**src/design/atb_consts.vh**
```
`ifndef ATB_CONSTS_VH
`define ATB_CONSTS_VH
// Port addresses
`define ATB_PORT_TIMING 16'h1872
`define ATB_PORT_BUSY_CLR 16'h00f0
`define ATB_PORT_COP_RST 16'h00f1
// Field positions in the timing register
`define ATB_SRC_HI 11
`define ATB_SRC_LO 10
`define ATB_RQD_HI 9
`define ATB_RQD_LO 8
`define ATB_ACK_HI 7
`define ATB_ACK_LO 6
`define ATB_IO16_BIT 5
`define ATB_MEM16_BIT 4
`define ATB_IO8_HI 3
`define ATB_IO8_LO 2
`define ATB_MEM8_HI 1
`define ATB_MEM8_LO 0
`define ATB_FIELD_MASK 16'h0fff
// Reset value: source 00, request delay 00, ack delay 11, 16-bit 0, 8-bit 10
`define ATB_TIMING_RESET 16'h00ca
// Coprocessor reset hold in processor clocks
`define ATB_COP_RST_CLOCKS 8'h80
`endif

```
**src/design/atb_timing.v**
```verilog
`timescale 1ns/1ps
`include "atb_consts.vh"
// How it works
// Two-bit field picks bus logic clock source
// Bus clock is bus logic clock halved
// Asynchronous modes apply sync delays; synchronous skip
// Request sync delay one, half, none
// Completion timed against command strobe trailing edge
// 16-bit I/O one or two waits
// 16-bit memory one or two waits
// 8-bit I/O two to five waits
// 8-bit memory two to five waits
// Write to F0 clears coprocessor busy
// Write to F1 resets coprocessor, waits 128
// Software picks source and delays per system
// Software rechecks source after clock change
// Timing fields low twelve bits, read/write
// Asynchronous inputs pass two-flop synchronisers
// New delays and waits apply from next cycle; new clock source at once
module atb_timing (
	input wire CLK,
	input wire SYS_RST,
	input wire BASE_CLK,
	input wire [15:0] IO_ADDR,
	input wire IO_WR,
	input wire IO_RD,
	input wire [15:0] IO_WDATA,
	output reg [15:0] IO_RDATA,
	input wire CYC_REQ,
	input wire [1:0] CYC_KIND,
	input wire COP_BUSY_SET,
	output reg COP_BUSY,
	output reg COP_RESET,
	output reg CPU_WAIT,
	output reg BUS_CLK,
	output reg CMD_STROBE,
	output reg CYC_DONE
);
	// Cycle kinds
	localparam [1:0] K_MEM8 = 2'h0;
	localparam [1:0] K_IO8 = 2'h1;
	localparam [1:0] K_MEM16 = 2'h2;
	localparam [1:0] K_IO16 = 2'h3;
	localparam [4:0] S_IDLE = 5'h01;
	localparam [4:0] S_SYNC = 5'h02;
	localparam [4:0] S_CMD = 5'h04;
	localparam [4:0] S_HOLD = 5'h08;
	localparam [4:0] S_ACK = 5'h10;
	localparam [7:0] COP_CNT = `ATB_COP_RST_CLOCKS;
	reg [15:0] timing_q;
	reg base_s1_q, base_s2_q, base_s3_q;
	reg half_q;
	reg ph_q;
	reg [4:0] state_q;
	reg [15:0] lat_q;
	reg [1:0] kind_q;
	reg [3:0] cnt_q;
	reg [7:0] cop_q;
	reg [1:0] req_s_q;
	reg pend_q;
	wire base_rise = base_s2_q & ~base_s3_q;
	wire async_src = ~timing_q[`ATB_SRC_HI];
	wire raw_tick = async_src ? base_rise : 1'b1;
	wire div2 = ~timing_q[`ATB_SRC_LO];
	wire logic_tick = raw_tick & (~div2 | half_q);
	wire bus_tick = logic_tick & ph_q;
	wire lat_async = ~lat_q[`ATB_SRC_HI];
	wire req_in = async_src ? req_s_q[1] : CYC_REQ;
	reg [3:0] waits;
	always @*
	begin
		case (kind_q)
			K_IO16: waits = lat_q[`ATB_IO16_BIT] ? 4'h4 : 4'h2;
			K_MEM16: waits = lat_q[`ATB_MEM16_BIT] ? 4'h4 : 4'h2;
			K_IO8: waits = {1'b0, lat_q[`ATB_IO8_HI:`ATB_IO8_LO] + 3'h2} << 1;
			default: waits = {1'b0, lat_q[`ATB_MEM8_HI:`ATB_MEM8_LO] + 3'h2} << 1;
		endcase
	end
	// Counts are in bus logic clocks: one bus clock is two
	reg [3:0] rq_cnt;
	reg [3:0] ack_cnt;
	always @*
	begin
		case (lat_q[`ATB_RQD_HI:`ATB_RQD_LO])
			2'h0: rq_cnt = 4'h2;
			2'h1: rq_cnt = 4'h1;
			default: rq_cnt = 4'h0;
		endcase
		case (lat_q[`ATB_ACK_HI:`ATB_ACK_LO])
			2'h3: ack_cnt = 4'h1;
			default: ack_cnt = 4'h0;
		endcase
	end
	always @(posedge CLK)
	begin
		if (SYS_RST)
		begin
			timing_q <= `ATB_TIMING_RESET;
			base_s1_q <= 1'b0;
			base_s2_q <= 1'b0;
			base_s3_q <= 1'b0;
			req_s_q <= 2'h0;
			half_q <= 1'b0;
			ph_q <= 1'b0;
			BUS_CLK <= 1'b0;
			state_q <= S_IDLE;
			lat_q <= `ATB_TIMING_RESET;
			kind_q <= K_MEM8;
			cnt_q <= 4'h0;
			cop_q <= 8'h00;
			pend_q <= 1'b0;
			COP_BUSY <= 1'b0;
			COP_RESET <= 1'b0;
			CPU_WAIT <= 1'b0;
			CMD_STROBE <= 1'b0;
			CYC_DONE <= 1'b0;
			IO_RDATA <= 16'h0000;
		end
		else
		begin
			base_s1_q <= BASE_CLK;
			base_s2_q <= base_s1_q;
			base_s3_q <= base_s2_q;
			req_s_q <= {req_s_q[0], CYC_REQ};
			if (raw_tick)
				half_q <= ~half_q;
			if (logic_tick)
			begin
				ph_q <= ~ph_q;
				BUS_CLK <= ~ph_q;
			end
			if (IO_WR && IO_ADDR == `ATB_PORT_TIMING)
				timing_q <= IO_WDATA & `ATB_FIELD_MASK;
			IO_RDATA <= (IO_RD && IO_ADDR == `ATB_PORT_TIMING) ? timing_q : 16'h0000;
			if (COP_BUSY_SET)
				COP_BUSY <= 1'b1;
			else if (IO_WR && IO_ADDR == `ATB_PORT_BUSY_CLR)
				COP_BUSY <= 1'b0;
			if (IO_WR && IO_ADDR == `ATB_PORT_COP_RST && cop_q == 8'h00)
			begin
				cop_q <= COP_CNT;
				COP_RESET <= 1'b1;
				CPU_WAIT <= 1'b1;
			end
			else if (cop_q != 8'h00)
			begin
				cop_q <= cop_q - 8'h01;
				if (cop_q == 8'h01)
				begin
					COP_RESET <= 1'b0;
					CPU_WAIT <= 1'b0;
				end
			end
			CYC_DONE <= 1'b0;
			if (req_in && !CYC_DONE && state_q == S_IDLE)
				pend_q <= 1'b1;
			if (logic_tick)
			begin
				case (state_q)
					S_IDLE:
					begin
						if (pend_q)
						begin
							lat_q <= timing_q;
							kind_q <= CYC_KIND;
							pend_q <= 1'b0;
							state_q <= S_SYNC;
							cnt_q <= 4'h0;
						end
					end
					S_SYNC:
					begin
						if (!lat_async || cnt_q >= rq_cnt)
						begin
							state_q <= S_CMD;
							CMD_STROBE <= 1'b1;
							cnt_q <= 4'h0;
						end
						else
							cnt_q <= cnt_q + 4'h1;
					end
					S_CMD:
					begin
						if (cnt_q + 4'h1 == waits + 4'h2 - (lat_q[`ATB_ACK_HI:`ATB_ACK_LO] == 2'h2 ? 4'h2 :
							lat_q[`ATB_ACK_HI:`ATB_ACK_LO] == 2'h1 ? 4'h1 : 4'h0))
						begin
							// Early completion ahead of the strobe edge
							if (lat_q[`ATB_ACK_HI] ^ lat_q[`ATB_ACK_LO])
								CYC_DONE <= 1'b1;
						end
						if (cnt_q + 4'h1 >= waits + 4'h2)
						begin
							CMD_STROBE <= 1'b0;
							cnt_q <= 4'h0;
							state_q <= S_HOLD;
						end
						else
							cnt_q <= cnt_q + 4'h1;
					end
					S_HOLD:
					begin
						if (cnt_q >= ack_cnt)
						begin
							if (!(lat_q[`ATB_ACK_HI] ^ lat_q[`ATB_ACK_LO]))
								CYC_DONE <= 1'b1;
							state_q <= S_ACK;
						end
						else
							cnt_q <= cnt_q + 4'h1;
					end
					S_ACK:
						state_q <= S_IDLE;
					default:
						state_q <= S_IDLE;
				endcase
			end
		end
	end
endmodule // atb_timing

```
**config.mk**
```make
export PLATFORM = sky130hd
export DESIGN_NAME = atb_timing
export DESIGN_NICKNAME = d
export VERILOG_FILES = /design/src/design/atb_timing.v
export VERILOG_INCLUDE_DIRS = /design/src /design/src/design
export SDC_FILE = /design/constraint.sdc
export NUM_CORES = 1
export LEC_CHECK = 0
export ABC_AREA = 1
export BUFFER_PORTS_ARGS = -buffer_cell sky130_fd_sc_hd__buf_4
export CAP_MARGIN = 10
export CORE_MARGIN = 4
export CORE_UTILIZATION = 55
export CTS_CLUSTER_DIAMETER = 200
export DETAILED_ROUTE_END_ITERATION = 16
export PLACE_DENSITY = 0.8
export SETUP_SLACK_MARGIN = 0.05
export SLEW_MARGIN = 25
export SYNTH_ARGS = -nofsm -noshare
export SYNTH_HDL_FRONTEND = slang
export SYNTH_SLANG_ARGS = --single-unit
```
**constraint.sdc**
```tcl
create_clock -name CLK -period 4.8 [get_ports CLK]
set_input_delay 0.24 -clock CLK [delete_from_list [all_inputs] [get_ports CLK]]
set_output_delay 0.24 -clock CLK [all_outputs]
set_load 0.1 [all_outputs]
```
Word level (Yosys, flattened, before mapping):

Cells that the tools add are included.

* latch bits: 0
* word-level logic and storage cells: 121
* bits of input ports: 41
* output and inout port bits: 22
* register bits: 67
* memory bits (read-only): 0
* bits in writable memories: 0
* memories: 0

* $lt $le $gt $ge: 3
* shifts and indexed selects: 0
* equality and inequality tests: 21
* bitwise gates (word level): 9
* div/mod/pow operators: 0
* multiplexer cells: 38
* multiply operators: 0
* add/subtract/negate cells: 6
* reduce and logical (&&, ||, !) cells: 25

Operators by type and width (count)
* $eq 16x8->1 const B: 2
* $mux 5: 4
* $pmux 5 s4: 1
* $mux 1: 19
* $eq 16x13->1 const B: 1
* $mux 4: 4
* $mux 8: 2
* $pmux 4 s4: 1
* $ge 4x4->1: 3
* $pmux 4 s3: 1
* $ne 2x2->1 const B: 5
* $eq 2x2->1 const B: 4
* $eq 8x1->1 const B: 1
* $logic_not 8->1: 1
* $reduce_and 4->1: 2
* $reduce_bool 2->1: 4
* $reduce_bool 8->1: 1
* $sub 8x1->8 const B: 1
* $logic_and 1x1->1: 7
* $add 2x2->3 const B: 2
* $eq 2x1->1 const B: 3
* $mux 3: 2
* $reduce_or 2->1: 3
* $eq 5x1->1 const B: 1
* 21 further kinds: 27

Depth between registers and ports, before layout:

* depth after elaboration: 7
* gate-level depth with buffers: 17
* depth with buffers taken out: 17

Worst setup path after synthesis:

Ideal clock, no wire load.

* kind: register -> register
* start point: reg kind_q[0]
* end point: reg cnt_q[2]
* required time: 4.734 ns
* buffers on the path: 0
* arrival time: 1.960 ns
* library setup time: 0.066 ns
* cell stages (with the launch flop): 17
* path slack: 2.774 ns
* clock period less this slack: 2.026 ns
* cells stage by stage: dfxtp_1 nor2_1 nand2_1 nand2_1 inv_2 nand2_1 inv_1 ha_1 inv_1 or2_2 nand2_1 ha_1 nand2_2 nand2_4 nand3_2 nand3_1 a21oi_2

* longest elaborated chain between the ends: 6
* elaborated cells between the ends (all ways): 8
* classes of those cells: add/sub: 1; order compare: 1; eq/ne: 3; mux: 3

Ends and longest elaborated chain
* start, declared: RTL line atb_timing.v:56 `reg [1:0] kind_q;`
* start signal, assigned: RTL line atb_timing.v:108 `kind_q <= K_MEM8;`
* start signal, assigned: RTL line atb_timing.v:165 `kind_q <= CYC_KIND;`
* $eq 2x1->1 or $eq 2x2->1 (tied branches): RTL line atb_timing.v:72 `case (kind_q)`
* $pmux 4 s3 *: RTL line atb_timing.v:72
* $add 4x2->4 *: RTL line atb_timing.v:191 `if (cnt_q + 4'h1 >= waits + 4'h2)`
* $ge 4x4->1 *: RTL line atb_timing.v:191
* $mux 4 *: RTL line atb_timing.v:191
* $pmux 4 s4 *: RTL line atb_timing.v:159 `case (state_q)`
* end signal, assigned: RTL line atb_timing.v:180 `cnt_q <= cnt_q + 4'h1;`
* end signal, assigned: RTL line atb_timing.v:198 `cnt_q <= cnt_q + 4'h1;`
* end signal, assigned: RTL line atb_timing.v:209 `cnt_q <= cnt_q + 4'h1;`
* end, declared: RTL line atb_timing.v:57 `reg [3:0] cnt_q;`

Mark *: on every way between the ends. The rest lies on a longest branch, timed or not.
A chain may end at the register's enable or synchronous reset.

Worst setup path in the final report:

* start point: reg kind_q[0]
* end point: reg CMD_STROBE

* longest elaborated chain between the ends: 6
* elaborated cells between the ends (all ways): 8
* classes of those cells: add/sub: 1; order compare: 1; eq/ne: 4; mux: 1; reduce/logical: 1

Ends and longest elaborated chain
* $eq 2x1->1 or $eq 2x2->1 (tied branches): RTL line atb_timing.v:72
* $pmux 4 s3 *: RTL line atb_timing.v:72
* $add 4x2->4 *: RTL line atb_timing.v:191
* $ge 4x4->1 *: RTL line atb_timing.v:191
* $ne 2x2->1 (no source line) *
* $reduce_and 4->1 (no source line) *
* end signal, assigned: RTL line atb_timing.v:115 `CMD_STROBE <= 1'b0;`
* end signal, assigned: RTL line atb_timing.v:176 `CMD_STROBE <= 1'b1;`
* end signal, assigned: RTL line atb_timing.v:193 `CMD_STROBE <= 1'b0;`
* end, declared: RTL line atb_timing.v:36 `output reg CMD_STROBE,`

Marked as above.

==> impl_metrics.csv <==
group,metric,value,unit
yosys,ys.flop_type,"dfxtp_1",
floorplanning,start_util,0.569,
clock_tree,cts_buffers,9,
yosys,syn_area,3140,sq um
outcome,run_status,"finished, final reports clean",
clock_tree,cts_tree,"yes",
placed_design,place_area,3550,sq um
layout,syn_to_final_growth,19.2,%
floorplanning,io_pins,63,
global_route,gr-total-overflow,0,
layout,design_area,3740,sq um
timing,finalCritPeriodShare,0.467,
yosys,ys_types,40,
critical_path,critPathLaunchType,"register",
timing,setup_viol,0,
clock_tree,cts_buffer_depth,2,
timing,hold_violations,0,
yosys,ys_async_sr_fraction,0,
placed_design,place_congestion,0.837,
layout,fill_cells,494,
detailed_routing,wl_per_cell,12.2,um
global_route,grt_pass1_wl,11500,um
layout,fin_nets,518,
yosys,synthCells,409,
layout,drive_gt1_frac,0.201,
critical_path,crit_top_cell,"nand2_1",
floorplanning,die_w,83.5,um
pwr,ir_worst_vdd,0.289,mV
timing,grt_setup_unrepaired,"no",
timing,slew_headroom,0.603,
detailed_routing,vias,2746,
yosys,synthTopCellsByCount,"dfxtp_1 (66), inv_1 (64), nor2_1 (56)",
critical_path,crit_required,5.03,ns
layout,multi_input_area,1480,sq um
timing,fin_crit,2.24,ns
layout,regArea,1320,sq um
critical_path,cp_slowest_stage_delay,0.41,ns
clock_tree,clock-sinks,66,
detailed_routing,wl,6600,um
clock_tree,cts_resized,0,
clock_tree,hold_buffers,0,
global_route,antenna_found_initial,0,
detailed_routing,drt_iter0_drc,107,
critical_path,critPathTopFamily,"simple AND/OR/NAND/NOR gates",
yosys,synth_top_area_frac,0.421,
layout,utilization,0.678,
yosys,ys_seq_area_frac,0.421,
timing,tightest_slew,0.595,ns
timing,fin_skew,0.00713,ns
floorplanning,core,5510,sq um
critical_path,worstPathMaxFanout,5,
yosys,synth_edf_count,0,
floorplanning,die_y,83.5,um
global_route,grtUsageTotal,0.199,
clock_tree,root_buffer,"clkbuf_8",
floorplanning,rows,27,
clock_tree,insertion_delay,0.33,ns
yosys,yosysTopAreaCell,"dfxtp_1",
critical_path,cp.arrival,2.47,ns
critical_path,end_kind,"register",
job,cap_violations,0,
pwr,p_leak,1.78,nW
global_route,grt_pass1_vias,2734,
hold_path,min_path_type,"in -> reg",
critical_path,path_cells,"inv_2 -> nand2_1 -> nand3_1 -> nand2_1 -> inv_1 -> ha_1 -> xnor2_1 -> nand2_1 -> nand2_1 -> nand2_2 -> a21oi_2 -> nand3_1 -> nand2_1 -> nor2_1",
pwr,power_density,332,nW/um^2
detailed_routing,final_antenna_net_count,0,
clock_tree,clk_pin_slew,0.07,ns
critical_path,cp_num_buf_inv,2,
timing,drv_slew,0,
clock_tree,htreeDepth,3,
detailed_routing,drt_first_pass_iters,4,
timing,setup_tns,0,ns
yosys,yosysMostFrequentCell,"dfxtp_1",
floorplanning,die_area,6970,sq um
yosys,synth_warnings,0,
clock_tree,post-cts-setup-buffers,0,
yosys,ys_top_cells_by_area,"dfxtp_1 (42%), inv_1 (7.7%), nor2_1 (6.7%), nand2_1 (6.5%), ha_1 (5.2%)",
yosys,ys_ff_latch,66,
detailed_routing,remaining_drc_errors,0,
yosys,syn_area_per_cell,7.67,sq um
detailed_routing,via_per_inst,5.09,
critical_path,critPathSlowestCell,"dfxtp_1",
timing,fmax,0.446,GHz
global_route,grt_max_degree,34,
placed_design,hpwlAfterDp,4980,um
critical_path,crit_type,"reg -> reg",
layout,antenna_cells,0,
placed_design,portBuffers,54,
[final timing paths]
kind / startpoint / end / slack [ns] / depth (start not counted)
worst max-delay path: kind_q[0]$_SDFFE_PP0P_ / CMD_STROBE$_SDFFE_PP0P_ / 2.56 / 14
worst min-delay path: COP_BUSY_SET / COP_BUSY$_SDFFE_PP0P_ / 0.12 / 3
worst max register to register: kind_q[0]$_SDFFE_PP0P_ / CMD_STROBE$_SDFFE_PP0P_ / 2.56 / 14
worst min register to register: base_s1_q$_SDFF_PP0_ / base_s2_q$_SDFF_PP0_ / 0.41 / 2
[state kept, by name (all words and copies together) (netlist names)]
signal and count:
CMD_STROBE 1, COP_BUSY 1, CPU_WAIT 1, CYC_DONE 1, IO_RDATA 12, base_s1_q 1
base_s2_q 1, base_s3_q 1, cnt_q 4, cop_q 8, half_q 1, kind_q 2
lat_q 11, pend_q 1, ph_q 1, req_s_q 2, state_q 5, timing_q 12
[report_power, final]
group	internal, mW	switching, mW
Clock	0.250	0.190
Combinational	0.0779	0.127
Sequential	0.574	0.0203
Total	0.902	0.337
[routing by layer]
| metal | global-route usage | part of all wire | vias up |
|---|---|---|---|
| met2 | 0.356 | 0.51 | 51 |
| met4 | 0.0585 | 0.013 | 0 |
| met1 | 0.220 | 0.42 | 1269 |
| met5 | 0 | 0 | - |
| met3 | 0.0711 | 0.063 | 10 |
| li1 | - | - | 1416 |
[worst reg2reg max path: cells and delay by family, from the launching register on]
kind / cells / cell delay (ns)
AND/OR/NAND/NOR: 9 / 0.86
flip-flops: 1 / 0.41
adder cells (fa/ha/maj): 1 / 0.30
XOR/XNOR: 1 / 0.25
AO/OA/AOI/OAI: 1 / 0.19
buffers and inverters: 2 / 0.12
[cells in the final DEF, fill, tap and decap left out, types with 9 or more instances in the layout]
cell	n
a211oi_1	10
o21ai_0	20
nand3_1	22
ha_1	13
clkbuf_8	10
dfxtp_1	66
nand2_1	54
inv_1	64
nand4_1	9
buf_4	54
nor2_1	56
a21oi_1	32
[cell type report]
class	count	share of cell area
tap	72	0.0241
clock buffer	12	0.0388
multi-input combinational	263	0.395
timing repair buffer	54	0.109
sequential	66	0.354
inverter	69	0.0693
clock inverter	3	0.0107
[cells by family (layout without fill, tap and decap cells)]
| group | Yosys count | count (layout) | synth area share |
|---|---|---|---|
| DFF | 66 | 66 | 0.421 |
| AOI/OAI and AO/OA | 72 | 72 | 0.131 |
| and+or+nand+nor | 167 | 167 | 0.257 |
| xor gates and xnor gates | 6 | 6 | 0.0192 |
| other | 1 | 4 | 0.00120 |
| adders and majority gates | 14 | 14 | 0.0583 |
| buffers and inverters | 83 | 138 | 0.112 |
[per-stage QoR]
step	cells	hold WS (ns)	power (mW)	worst slack [ns]
3_3_place_gp	524	0.400	0.801	2.61
4_1_cts	539	0.108	1.25	2.54
2_1_floorplan	412	0.347	0.757	2.77
3_5_place_dp	524	0.395	0.811	2.57
5_1_grt	539	0.120	1.31	2.28
6_report	539	0.119	1.24	2.56
Note: power is estimated with default switching activity, not from simulation.
